[config.mk]
export PLATFORM = sky130hd
export DESIGN_NAME = assw_top
export DESIGN_NICKNAME = d
export VERILOG_FILES = /design/src/assw_pkg.sv /design/src/assw_sync.sv /design/src/assw_top.sv
export SDC_FILE = /design/constraint.sdc
export NUM_CORES = 1
export LEC_CHECK = 0
export BUFFER_PORTS_ARGS = -buffer_cell sky130_fd_sc_hd__buf_2
export CAP_MARGIN = 20
export CORE_MARGIN = 3
export CORE_UTILIZATION = 45
export CTS_CLUSTER_DIAMETER = 80
export CTS_CLUSTER_SIZE = 30
export DETAILED_ROUTE_END_ITERATION = 6
export GPL_ROUTABILITY_DRIVEN = 0
export PLACE_DENSITY = 0.73
export SLEW_MARGIN = 20
export SYNTH_ARGS = -nofsm -noshare
export SYNTH_HDL_FRONTEND = slang
export SYNTH_SLANG_ARGS = --single-unit
[constraint.sdc]
create_clock -name i_sys_clk -period 4.2 [get_ports i_sys_clk]
set_input_delay 0.63 -clock i_sys_clk [delete_from_list [all_inputs] [get_ports i_sys_clk]]
set_output_delay 0.63 -clock i_sys_clk [all_outputs]
set_load 0.05 [all_outputs]
[src/assw_pkg.sv]
// Purpose: shared constants and carrier types for the stream sync and codec wake block
// Assumes: AHB-Lite register window of 32 bytes, word accesses only
// Notes:   streams 0..1 are output streams, 2..3 are input streams
`default_nettype none
package assw_pkg;
   // ==========================================================================
   // sizes
   localparam int NSTR   = 4;
   localparam int NCODEC = 4;
   localparam int CODEC_W = 4;
   localparam int TAG_W   = 6;
   localparam logic [NSTR-1:0] OUT_STREAM_MASK = 4'h3;

   // ==========================================================================
   // register byte offsets
   localparam logic [7:0] OFS_CTRL   = 8'h00;
   localparam logic [7:0] OFS_WALL   = 8'h04;
   localparam logic [7:0] OFS_HOLD   = 8'h08;
   localparam logic [7:0] OFS_RUN    = 8'h0C;
   localparam logic [7:0] OFS_PRIMED = 8'h10;
   localparam logic [7:0] OFS_CODEC_WAKE_ENABLE = 8'h14;
   localparam logic [7:0] OFS_STATUS = 8'h18;
   localparam logic [7:0] OFS_UNSOL  = 8'h1C;

   // ==========================================================================
   // field positions
   localparam int CTRL_RST_BIT    = 0;
   localparam int UNSOL_CODEC_LSB = 0;
   localparam int UNSOL_TAG_LSB   = 4;
   localparam int UNSOL_VALID_BIT = 31;

   // ==========================================================================
   // reset values
   localparam logic              RST_CTRL   = 1'b1;
   localparam logic [NSTR-1:0]   RST_HOLD   = 4'h0;
   localparam logic [NSTR-1:0]   RST_RUN    = 4'h0;
   localparam logic [NCODEC-1:0] RST_CODEC_WAKE_ENABLE = 4'h0;
   localparam logic [31:0]       RST_WALL   = 32'h0000_0000;
   localparam logic [31:0]       WALL_STEP  = 32'h0000_0001;

   // ==========================================================================
   // carriers
   typedef struct packed {
      logic        hsel;
      logic [31:0] haddr;
      logic [1:0]  htrans;
      logic        hwrite;
      logic [2:0]  hsize;
      logic [31:0] hwdata;
      logic        hready;
   } assw_ahb_req_t;

   typedef struct packed {
      logic               valid;
      logic [CODEC_W-1:0] codec;
      logic [TAG_W-1:0]   tag;
   } assw_unsol_t;
endpackage
`default_nettype wire

[src/assw_sync.sv]
// Purpose: three-stage synchroniser with agreement filter for pin inputs
// Assumes: inputs are asynchronous to i_sys_clk
// Notes:   output follows only once stages two and three agree
`default_nettype none
module assw_sync #(
   parameter int W = 1
) (
   // clock and reset
   input  wire logic         i_sys_clk,
   input  wire logic         i_reset,
   input  wire logic         i_clk_en,
   // data
   input  wire logic [W-1:0] i_async,
   output logic      [W-1:0] o_stable
);
   typedef struct packed {
      logic [W-1:0] s1;
      logic [W-1:0] s2;
      logic [W-1:0] s3;
      logic [W-1:0] stable;
   } assw_sync_state_t;

   assw_sync_state_t st_r;
   assw_sync_state_t st_nxt;

   always_comb begin
      st_nxt        = st_r;
      st_nxt.s1     = i_async;
      st_nxt.s2     = st_r.s1;
      st_nxt.s3     = st_r.s2;
      // change taken only where the two later stages agree
      st_nxt.stable = (st_r.s2 & st_r.s3) | (st_r.stable & (st_r.s2 | st_r.s3));
   end

   always_ff @(posedge i_sys_clk) begin
      if (i_reset) begin
         st_r <= '0;
      end else if (i_clk_en) begin
         st_r <= st_nxt;
      end
   end

   assign o_stable = st_r.stable;
endmodule // assw_sync
`default_nettype wire

[src/assw_top.sv]
// Purpose: wall clock, synchronised stream start/stop and codec wake for the link controller
// Assumes: AHB-Lite slave, word accesses; bit clock and frame sync sampled as pins
// Notes:   reads take one wait state, writes none; response always OKAY
//
// Summary of operation
// - A 32-bit ever-increasing wall clock is readable by software.
// - The wall clock advances only while the link bit clock toggles.
// - Run with hold set: DMA fetches, but link transfer stays paused.
// - Initialization clears every run bit and every hold bit.
// - Output stream primed flag rises once enough sample data is fetched.
// - Input stream primed flag is 1 when any input descriptor is available.
// - Output stream sends its first sample the frame after hold clears.
// - Input stream captures data from the frame after hold clears.
// - Writing 1 to hold stops running streams at the next frame start.
// - Leaving D3 for D0 keeps only resume-retained registers.
// - The controller reset bit stops controller and link as one unit.
// - In D3 with reset bit 1 the link stays stopped; codecs request on link.
// - Per-codec state-change requests are recorded, readable during reset.
// - In S3 an enabled codec request is forwarded to power management.
// - In S0/D0 the source codec and tag of unsolicited responses are shown.
// - Cleared run: finish frame, stop next frame, read 0 once DMA idles.
// - Re-run resumes the DMA from the buffer position where it stopped.
//
// Local design decisions: the AHB-Lite interface to the registers and the placing of the registers.
`default_nettype none
module assw_top
   import assw_pkg::*;
(
   // clock, enable, reset
   input  wire logic               i_sys_clk,
   input  wire logic               i_clk_en,
   input  wire logic               i_reset,
   // ahb-lite slave
   input  wire assw_ahb_req_t      i_ahb,
   output logic                    o_hreadyout,
   output logic                    o_hresp,
   output logic        [31:0]      o_hrdata,
   // link pins
   input  wire logic               i_bit_clk,
   input  wire logic               i_frame_sync,
   input  wire logic [NCODEC-1:0]  i_codec_wake_req,
   output logic                    o_link_run,
   // stream dma engines
   input  wire logic [NSTR-1:0]    i_out_data_ready,
   input  wire logic [NSTR-1:0]    i_in_desc_avail,
   input  wire logic [NSTR-1:0]    i_dma_idle,
   output logic      [NSTR-1:0]    o_dma_fetch_en,
   output logic      [NSTR-1:0]    o_link_xfer_en,
   // response engine and power management
   input  wire assw_unsol_t        i_unsol,
   input  wire logic               i_sys_s3,
   input  wire logic               i_d3_exit,
   output logic                    o_pme
);
   // ==========================================================================
   // state
   typedef struct packed {
      logic                   hready;
      logic [31:0]            hrdata;
      logic                   rd_pend;
      logic                   wr_pend;
      logic [7:0]             addr;
      logic                   ctrl_rst;
      logic                   link_run;
      logic [31:0]            wall;
      logic [NSTR-1:0]        hold;
      logic [NSTR-1:0]        run_req;
      logic [NSTR-1:0]        run_act;
      logic [NSTR-1:0]        xfer_en;
      logic [NSTR-1:0]        primed;
      logic [NCODEC-1:0]      codec_wake_enable;
      logic [NCODEC-1:0]      codec_state_change_status;
      logic                   unsol_valid;
      logic [CODEC_W-1:0]     unsol_codec;
      logic [TAG_W-1:0]       unsol_tag;
      logic                   pme;
      logic                   bclk_q;
      logic                   fsync_q;
      logic [NCODEC-1:0]      wake_q;
   } assw_state_t;

   localparam assw_state_t ST_RST = '{
      hready:   1'b1,
      ctrl_rst: RST_CTRL,
      wall:     RST_WALL,
      hold:     RST_HOLD,
      run_req:  RST_RUN,
      run_act:  RST_RUN,
      codec_wake_enable:   RST_CODEC_WAKE_ENABLE,
      default:  '0
   };

   assw_state_t             st_r;
   assw_state_t             st_nxt;
   logic [NCODEC+1:0]       pins_sync;
   logic                    bclk_rise;
   logic                    fsync_rise;
   logic [NCODEC-1:0]       wake_rise;
   logic                    addr_take;

   // ==========================================================================
   // pin synchronisers
   assw_sync #(
      .W (NCODEC + 2)
   ) u_pins (
      .i_sys_clk (i_sys_clk),
      .i_reset   (i_reset),
      .i_clk_en  (i_clk_en),
      .i_async   ({i_codec_wake_req, i_frame_sync, i_bit_clk}),
      .o_stable  (pins_sync)
   );

   assign bclk_rise  = pins_sync[0] & ~st_r.bclk_q;
   assign fsync_rise = pins_sync[1] & ~st_r.fsync_q;
   assign wake_rise  = pins_sync[NCODEC+1:2] & ~st_r.wake_q;
   assign addr_take  = i_ahb.hsel & i_ahb.hready & i_ahb.htrans[1] & st_r.hready;

   // ==========================================================================
   // read decode
   function automatic logic [31:0] rd_word(input assw_state_t s, input logic [7:0] a);
      logic [31:0] w;
      w = 32'h0000_0000;
      unique case ({a[7:2], 2'b00})
         OFS_CTRL:   w[CTRL_RST_BIT] = s.ctrl_rst;
         OFS_WALL:   w = s.wall;
         OFS_HOLD:   w[NSTR-1:0] = s.hold;
         OFS_RUN:    w[NSTR-1:0] = s.run_act;
         OFS_PRIMED: w[NSTR-1:0] = s.primed;
         OFS_CODEC_WAKE_ENABLE: w[NCODEC-1:0] = s.codec_wake_enable;
         OFS_STATUS: w[NCODEC-1:0] = s.codec_state_change_status;
         OFS_UNSOL: begin
            w[UNSOL_VALID_BIT] = s.unsol_valid;
            w[UNSOL_CODEC_LSB +: CODEC_W] = s.unsol_codec;
            w[UNSOL_TAG_LSB +: TAG_W] = s.unsol_tag;
         end
         default:    w = 32'h0000_0000;
      endcase
      return w;
   endfunction

   // ==========================================================================
   // next state
   always_comb begin
      st_nxt         = st_r;
      st_nxt.bclk_q  = pins_sync[0];
      st_nxt.fsync_q = pins_sync[1];
      st_nxt.wake_q  = pins_sync[NCODEC+1:2];

      // wall clock: counts bit clock rising edges only, wraps without event
      if (bclk_rise) begin
         st_nxt.wall = st_r.wall + WALL_STEP;
      end

      // codec requests recorded even while the controller is held in reset
      st_nxt.codec_state_change_status = st_r.codec_state_change_status | wake_rise;

      // bus: address phase capture
      st_nxt.wr_pend = 1'b0;
      st_nxt.rd_pend = 1'b0;
      if (st_r.rd_pend) begin
         st_nxt.hrdata = rd_word(st_r, st_r.addr);
         st_nxt.hready = 1'b1;
         if ({st_r.addr[7:2], 2'b00} == OFS_UNSOL) begin
            st_nxt.unsol_valid = 1'b0;
         end
      end
      if (addr_take) begin
         st_nxt.addr = i_ahb.haddr[7:0];
         if (i_ahb.hwrite) begin
            st_nxt.wr_pend = 1'b1;
         end else begin
            st_nxt.rd_pend = 1'b1;
            st_nxt.hready  = 1'b0;
         end
      end

      // bus: write data phase
      if (st_r.wr_pend) begin
         unique case ({st_r.addr[7:2], 2'b00})
            OFS_CTRL:   st_nxt.ctrl_rst = i_ahb.hwdata[CTRL_RST_BIT];
            OFS_HOLD:   st_nxt.hold = i_ahb.hwdata[NSTR-1:0];
            OFS_RUN: begin
               st_nxt.run_req = i_ahb.hwdata[NSTR-1:0];
               st_nxt.run_act = st_r.run_act | i_ahb.hwdata[NSTR-1:0];
            end
            OFS_CODEC_WAKE_ENABLE: st_nxt.codec_wake_enable = i_ahb.hwdata[NCODEC-1:0];
            OFS_STATUS: begin
               // write one clears; a request in the same cycle wins
               st_nxt.codec_state_change_status = (st_r.codec_state_change_status & ~i_ahb.hwdata[NCODEC-1:0]) | wake_rise;
            end
            default: begin
            end
         endcase
      end

      // link gating changes only at a frame start or when the reset bit clears it
      if (fsync_rise) begin
         st_nxt.xfer_en = st_r.run_req & ~st_r.hold;
      end

      // run reads back 0 only after the link has stopped and the dma idles, or at once while the reset bit is set
      for (int i = 0; i < NSTR; i++) begin
         if (!st_nxt.run_req[i] && !st_r.xfer_en[i] && i_dma_idle[i]) begin
            st_nxt.run_act[i] = 1'b0;
         end
         if (OUT_STREAM_MASK[i]) begin
            st_nxt.primed[i] = st_r.run_req[i] & i_out_data_ready[i];
         end else begin
            st_nxt.primed[i] = st_r.run_req[i] & i_in_desc_avail[i];
         end
      end

      // unsolicited response capture only in S0 with the link up
      if (i_unsol.valid && st_r.link_run && !i_sys_s3) begin
         st_nxt.unsol_valid = 1'b1;
         st_nxt.unsol_codec = i_unsol.codec;
         st_nxt.unsol_tag   = i_unsol.tag;
      end

      // enabled requests routed to power management while asleep
      st_nxt.pme = i_sys_s3 & |(st_r.codec_state_change_status & st_r.codec_wake_enable);

      // leaving D3: the wake enables, status and wall clock survive
      if (i_d3_exit) begin
         st_nxt.ctrl_rst    = RST_CTRL;
         st_nxt.hold        = RST_HOLD;
         st_nxt.run_req     = RST_RUN;
         st_nxt.unsol_valid = 1'b0;
      end

      // controller reset bit takes streams and link down together
      if (st_nxt.ctrl_rst) begin
         st_nxt.run_req     = RST_RUN;
         st_nxt.run_act     = RST_RUN;
         st_nxt.hold        = RST_HOLD;
         st_nxt.xfer_en     = '0;
         st_nxt.primed      = '0;
         st_nxt.unsol_valid = 1'b0;
      end
      st_nxt.link_run = ~st_nxt.ctrl_rst;
   end

   // ==========================================================================
   // state register
   always_ff @(posedge i_sys_clk) begin
      if (i_reset) begin
         st_r <= ST_RST;
      end else if (i_clk_en) begin
         st_r <= st_nxt;
      end
   end

   // ==========================================================================
   // outputs
   assign o_hreadyout    = st_r.hready;
   assign o_hresp        = 1'b0;
   assign o_hrdata       = st_r.hrdata;
   assign o_link_run     = st_r.link_run;
   // position is kept inside the dma; only fetch permission is gated here
   assign o_dma_fetch_en = st_r.run_req;
   assign o_link_xfer_en = st_r.xfer_en;
   assign o_pme          = st_r.pme;
endmodule // assw_top
`default_nettype wire

# [After elaboration in Yosys (flattened, before gate mapping)]
# Index checks and enable logic that the tools add are counted.
[op_classes] eq_ne=7 n_reduce_logical=46 n_bitwise=27 muxes=31 addsub=1
[op_table] operator="$mux 33" n=1
[op_table] operator="$add 32x1->32 const B" n=1
[op_table] operator="$reduce_bool 3->1" n=10
[op_table] operator="$eq 6x3->1 const B" n=4
[op_table] operator="$mux 21" n=1
[op_table] operator="$pmux 3 s7" n=1
[op_table] operator="$reduce_and 3->1" n=7
[op_table] operator="$mux 20" n=1
[op_table] operator="$and 4x4->4" n=4
[op_table] operator="$mux 4" n=4
[op_table] operator="$mux 8" n=2
[op_table] operator="$mux 1" n=15
[op_table] operator="$and 6x6->6" n=2
[op_table] operator="$eq 6x2->1 const B" n=2
[op_table] operator="$mux 12" n=1
[op_table] operator="$not 4->4" n=3
[op_table] operator="$or 4x4->4" n=3
[op_table] operator="$or 6x6->6" n=2
[op_table] operator="$pmux 6 s2" n=1
[op_table] operator="$mux 11" n=1
[op_table] operator="$and 1x1->1" n=10
[op_table] operator="$logic_and 1x1->1" n=10
[op_table] operator="$mux 10" n=1
[op_table] operator="$reduce_and 2->1" n=5
[op_table] operator="other kinds (9)" n=20
[totals] word_cells=141 output_inout_bits=44 ff_bits=147

# [Longest topological paths before layout]
# Gate-level depths: netlist of run 1.
[logic_depth] word_depth=8 ltp_mapped=8 depth_no_buf=5

# [Modules after synthesis]
# From an unflattened synthesis of run 1, not the netlist that was laid out.
[hier_totals] hier_cells=779 hier_area_um2=7004.2
[by_module_without_submodules] module="assw_top" instances=1 seq_area_each_um2=2422.3 cells_each=677 area_per_inst_um2=5910.7
[by_module_without_submodules] module="assw_sync" instances=1 seq_area_each_um2=480.5 cells_each=102 area_per_inst_um2=1093.5

# [Least setup slack after synthesis of run 1]
# Ideal clock, no wire load.
[synth_timing] kind="input-to-reg" startpoint="in i_clk_en" endpoint="reg st_r[77] (netlist name)" n_path_buf=3 cell_stages=7 slack_ns=2.023 t_arrival_ns=2.056 required_ns=4.079 setup_ns=0.121 cell_sequence="clkbuf_1 -> and3b_1 -> clkbuf_1 -> nand3_1 -> clkbuf_1 -> nor4_1 -> mux2_2"
[synth_between] elab_chain_cells=1
[synth_rtl] item="start, declared" line="assw_top.sv:31" rtl="input wire logic i_clk_en,"
[synth_rtl] item="$reduce_and 2->1 (no line)"
[synth_rtl] item="end signal, assigned" line="assw_top.sv:249" rtl="st_r <= st_nxt;"
[synth_rtl] item="end, declared" line="assw_top.sv:93" rtl="assw_state_t st_r;"
# No other way between the ends.
# A chain may end at the register's enable or synchronous reset.

# [Worst setup path after layout of run 1]
[layout_timing] startpoint="reg st_r[82] (netlist name)" endpoint="reg st_r (netlist bit o_hrdata[0])"
[layout_between] elab_chain_cells=2
[layout_rtl] item="$eq 6x3->1 (tied with other cells)" line="assw_top.sv:123" rtl="unique case ({a[7:2], 2'b00})"
[layout_rtl] item="$pmux 1 s8 (*)" line="assw_top.sv:123"
# Mark *: on every way between the ends. The rest lies on a longest branch, timed or not.

==> metrics.md, run 1 <==
| Metric | Value |
|---|---|
| Period utilisation layout | ~64% |
| First-pass GRT wire length | about 24000 µm |
| Ys async rst share | 0% |
| Via count | around 5300 |
| H-tree depth | 4 |
| Critical Path AT | 2.99 ns |
| Synth area leader | dfxtp_1 |
| Worst setup path class | reg2reg |
| Max Cap Violations | 0 |
| RSZ-0062 raised after global routing | false |
| Share of cells above drive strength 1 | between 10% and 20% |
| Clock-pin slew on the worst setup and hold paths | about 0.060 ns |
| Core Box Area | 0.0140 mm² |
| Critical Path Sink Type | flop |
| Detailed Route WL | ~15000 µm |
| Largest net degree at the start of global routing | 73 |
| Final setup violation count | 0 |
| Routed Antenna Nets | 0 |
| Syn nets | roughly 840 |
| Top cell type's share of synthesized area | roughly 45% |
| Final Max Slew Viols | 0 |
| Post-Syn Area | between 0.006 and 0.007 mm² |
| Number of buffers created by CTS | 17 |
| Place WS | between 1.5 and 2 ns |
| Initial Utilization | a little under half |
| Register area share after synthesis | ~45% |
| Post-Synthesis Cells | between 700 and 800 |
| Top achievable clock speed | 0.372 GHz |
| Post-synth EDFFs | 0 |
| Highest fanout seen on the critical path | 23 |
| DRC Markers | 0 |
| Remaining Overflow, GRT | 0 |
| Outcome | finished, final reports clean |
| Area grow syn2layout | 13.3% |
| I/O Buffers | 86 |
| Netlist cell types | 57 |
| Max Clock Skew | between 0.008 and 0.009 ns |
| TritonCTS clock tree | done |
| Commonest non-fill, non-tap cell in the layout | dfxtp_1 |
| Final-report hold violation count | 0 |
| Root buffer cell | clkbuf_16 |
| Fill count | between 1000 and 1500 |
| Tightest Pin Transition | between 0.9 and 1 ns |
| Crit path time final | about 2.7 ns |
| Ant. Diodes | 0 |
| Top post-synthesis cells by area | dfxtp_1, mux2i_1, buf_4 |
| Synthesis warning total | 0 |
| Dpl hpwl | between 9000 and 10000 µm |
| Startpoint Class | flop |
| Commonest cells after routing, fill and taps aside | dfxtp_1, buf_2, nor2_1 |
| DIE HEIGHT | ~130 µm |
| Clock Sinks | roughly 150 |
| Wirelength per Cell | about 15 µm |
| VDD IR max | between 200 and 300 µV |
| Vias per std cell | approximately 5.6 |
| Post-CTS sizing | 0 |
| Pwr/cell area | roughly 430 mW/mm² |
| Drt pass-1 iters | 5 |
| Std cell rows | 43 |
| Top FF cell, synth | dfxtp_1 |
| Worst hold path type | reg2reg |
| Clk buf depth | 2 |
| Final #Nets | between 800 and 900 |
| Antenna violations before repair | 0 |
| Leakage | ~2.9 nW |
| Postcts setup bufs | 0 |
| Max_slew headroom | between 30 and 40% |
| Total track usage | a little under a fifth |
| Die X | about 130 µm |
| CP Data Required Time | approximately 4.5 ns |
| DRT iter0 DRCs | ~400 |
| Die area | 0.0159 mm² |
| Number of top-level pins | 150 |
| TNS Setup | 0 ns |
| PnR worst setup slack | 1.51 ns |
| Clock insertion delay at the later pin of the skew report | ~0.42 ns |
| Vias in the first global route | ~4800 |
| Hold buffer count at cts | 0 |
| FF+latch count, synth | 145 |
| Mean Syn Cell Area | 8.81 µm² |
critical path: stages, from the launching register on:
cell and delay (ns):
dfxtp_1 0.68, nor4b_4 0.48, nor3b_2 0.59, buf_4 0.39, a2111oi_0 0.16, o41ai_1 0.26
report_power, final:
part	total, mW	internal (mW)	switching [mW]
clock	1.65	1.10	0.550
sequential	1.40	1.39	0.0105
combinational	0.118	0.0416	0.0767
total	3.16	2.53	0.638
synth_stat cells (all sizes together), types with 4 or more instances:
library cell and count:
nor2 76, o31ai 12, mux2 6, clkbuf 39
nand3 20, buf 48, a221oi 7, inv 21
and2 19, nand2 56, or3 15, dfxtp 145
a32o 9, a21oi 54, o32ai 4, nor3 12
nand2b 6, a31oi 17, xnor2 4, or4 16
and3 14, a211oi 4, mux2i 39, nand4 13
and4 7, o22ai 6, o21ai 25
logic make-up (layout without fill, tap and decap cells):
group	Yosys count	in the layout	synth area share [%]
and+or+nand+nor	273	273	22.1
other	1	1	0.0578
buffers and inverters	108	144	8.78
DFF	145	145	44.8
AOI/OAI and AO/OA	153	153	15.1
xor gates and xnor gates	7	7	0.945
muxes	48	48	8.10
adders and majority gates	1	1	0.193
final cells by class:
cell class	count	area, µm²	area share (%)
repair buffers	91	470	6.40
clock buffers	22	474	6.45
inverters	21	78.8	1.07
clock inverters	10	180	2.45
well taps	180	225	3.06
multi-input cells	483	3020	41.1
flip-flops and latches	145	2900	39.5
final timing paths:
path                start           end  slack, ns  cells after the start
min reg2reg  o_hrdata[19]  o_hrdata[19]       0.45                      2
min          o_hrdata[19]  o_hrdata[19]       0.45                      2
max reg2reg      st_r[82]   o_hrdata[0]       1.51                      5
max              st_r[82]   o_hrdata[0]       1.51                      5
per-stage QoR:
stage	area, µm²	total power, mW	util (%)	instances	hold slack, ns
after floorplan	6480	1.50	-	736	0.426
after global placement	6700	1.54	47.9	920	0.435
after detailed placement	6700	1.55	47.9	920	0.439
after CTS	7350	3.19	52.5	952	0.442
after global routing	7350	3.26	52.5	952	0.446
final	7350	3.16	52.5	952	0.447
sequential cells by signal, summed over array words and instances (netlist names):
register / flops
o_hreadyout: 1
o_pme: 1
o_dma_fetch_en: 4
o_link_run: 1
u_pins.st_nxt: 12
o_link_xfer_en: 4
u_pins.o_stable: 6
st_r: 78
o_hrdata: 32
u_pins.st_r: 6
metal layers:
layer	vias up	wire length [µm]	track usage, %
li1	2645	-	-
met1	2492	6980	25.7
met2	149	6490	26.7
met3	28	926	4.83
met4	0	353	7.95
met5	-	0	0
(Power assumes the default switching activity.)
==> inputs of run 2 (changes only) <==
- PLACE_DENSITY: 0.73 -> 0.75
- clock period: 4.2 -> 2.2 ns (I/O delays scaled with it)
==> run 2 against run 1 <==
Compared with the run above:
- core utilization up 1.4 points
- combinational power up 100%
- clock-buffer cell count unchanged
- first-iteration DRC count up 15%
- highest routed layer unchanged
==> metrics.md, run 2 (synthesized netlist as in run 1, its figures left out) <==
| Metric | Value |
|---|---|
| Routed Antenna Nets | 0 |
| DRC Markers | 0 |
| Total track usage | about a fifth |
| Net switching power | 1.23 mW |
| Max Clock Skew | 0.00595 ns |
| TritonCTS clock tree | done |
| R2R Setup Slk | between 0.09 and 0.1 ns |
| Via count | between 5000 and 6000 |
| Antenna violations before repair | 0 |
| Crit-path slowest cell | or4_4 |
| Commonest cells after routing, fill and taps aside | dfxtp_1, buf_2, nor2_1 |
| Root buffer cell | clkbuf_16 |
| Ant. Diodes | 0 |
| Max Cap Violations | 0 |
| Place WS | 0.139 ns |
| Critical Path Sink Type | flop |
| DRT iter0 DRCs | 459 |
| Dpl hpwl | about 10000 µm |
| I/O Buffers | 86 |
| Postcts setup bufs | 0 |
| Worst hold path type | in2reg |
| Clock Sinks | between 100 and 150 |
| R2R Path End | st_r[75] |
| Period utilisation layout | between 90% and 100% |
| Internal Power | roughly 5 mW |
| RSZ-0062 raised after global routing | true |
| Clock power share | a little over half |
| CP top delay family | simple AND/OR/NAND/NOR gates |
| Register with the most flip-flops | st_r |
| Hold Path Stages | 3 |
| FF-to-FF path depth | 4 |
| Hold EP | u_pins.st_nxt[13] |
| Clk buf depth | 2 |
| CP Buf/Inv Count | 0 |
| Initial Utilization | 46.4% |
| Final Max Slew Viols | 0 |
| Max_slew headroom | a little under three fifths |
| Max reg flops | a little under 80 |
| Sequential share of power | 42.9% |
| First-pass GRT wire length | roughly 25000 µm |
| Fill count | about 1300 |
| Number of top-level pins | 150 |
| PnR worst setup slack | just under 0.1 ns |
| Die area | 0.0159 mm² |
| Hold buffer count at cts | 0 |
| CP Data Required Time | about 2.5 ns |
| Hold path start | i_frame_sync |
| Critical Path AT | approximately 2.4 ns |
| Core Box Area | 0.0140 mm² |
| VDD IR max | between 500 and 600 µV |
| Std cell rows | 43 |
| Area grow syn2layout | 16.4% |
| CP max stage delay | roughly 0.70 ns |
| Vias per std cell | 5.61 |
| Crit path time final | between 2 and 2.5 ns |
| Worst-path cell chain | nand4_2, or4_4, nor4_1, mux2_2 |
| Die X | around 130 µm |
| Largest net degree at the start of global routing | 64 |
| Highest fanout seen on the critical path | 23 |
| Wirelength per Cell | 15.8 µm |
| Outcome | finished, final reports clean |
| Combinational Power Share | 3.9% |
| Drt pass-1 iters | 5 |
| Final-report hold violation count | 0 |
| Startpoint Class | flop |
| Leakage | 3.04 nW |
| Reg-to-reg startpoint | st_r[53] |
| Detailed Route WL | 15300 µm |
| Sw Share | 19.9% |
| Post-CTS sizing | 0 |
| Pwr/cell area | 823 mW/mm² |
| Final setup violation count | 0 |
| Worst setup path class | reg2reg |
| Top achievable clock speed | ~0.48 GHz |
| TNS Setup | 0 ns |
| Share of cells above drive strength 1 | between 20% and 30% |
| Clock-pin slew on the worst setup and hold paths | approximately 0.060 ns |
| Number of buffers created by CTS | 17 |
| Final #Nets | ~890 |
| Tightest Pin Transition | around 0.64 ns |
| Remaining Overflow, GRT | 0 |
| Vias in the first global route | roughly 5000 |
| Commonest non-fill, non-tap cell in the layout | dfxtp_1 |
| H-tree depth | 4 |
| DIE HEIGHT | between 100 and 150 µm |
| Clock insertion delay at the later pin of the skew report | between 0.4 and 0.5 ns |
[run 2: changes by cell type in the layout (fill, tap and decap cells not counted)]
cell,before,now
buf_12,0,2
buf_4,6,23
bufinv_16,5,6
clkbuf_1,2,1
clkbuf_8,3,4
clkinvlp_4,2,1
[run 2: layout make-up]
cell class                 count  area, µm²  area share (%)
timing repair buffer         110        638            8.45
sequential                   145       2900            38.4
clock inverter                10        203            2.68
multi-input combinational    483       3020            40.0
clock buffer                  22        484            6.41
inverter                      21       78.8            1.04
tap                          180        225            2.98
[run 2: routing by layer]
metal,track usage [%],up-vias,part of all wire (%)
li1,-,2689,-
met4,6.81,0,1.6
met5,0,-,0
met2,29.0,170,44
met1,26.8,2566,47
met3,5.26,23,7.0
[run 2: power groups by stage]
| stage | Combinational [mW] | Sequential (mW) | Clock, mW |
|---|---|---|---|
| global route | 0.265 | 2.67 | 3.48 |
| global placement | 0.238 | 2.72 | 0 |
| CTS | 0.241 | 2.67 | 3.35 |
| finish | 0.241 | 2.67 | 3.31 |
| detailed placement | 0.240 | 2.72 | 0 |
| floorplan | 0.146 | 2.72 | 0 |
[run 2: worst min-delay path, cell delays in order]
cell     delay (ns)
buf_2          0.07
mux2i_1        0.05
nor2_1         0.07
[run 2: how the worst max path moves through the flow]
stage | startpoint | endpoint | slack (ns) | cells past startpoint
floorplan | st_r[51] | st_r[77] | 0.24 | 5
global placement | st_r[52] | st_r[77] | 0.16 | 4
detailed placement | st_r[52] | st_r[75] | 0.14 | 4
global route | st_r[82] | st_r[44] | -0.06 | 6
CTS | st_r[53] | st_r[75] | 0.12 | 4
finish | st_r[53] | st_r[75] | 0.1 | 4
[run 2: metrics by stage]
stage,utilization [%],power [mW],cells,instance area [µm²],hold slack [ns]
6_report,54.0,6.21,971,7550,0.143
5_1_grt,54.0,6.41,971,7550,0.148
4_1_cts,54.0,6.26,971,7550,0.130
3_5_place_dp,49.1,2.96,939,6860,0.438
3_3_place_gp,49.1,2.96,939,6860,0.434
2_1_floorplan,-,2.87,736,6480,0.426
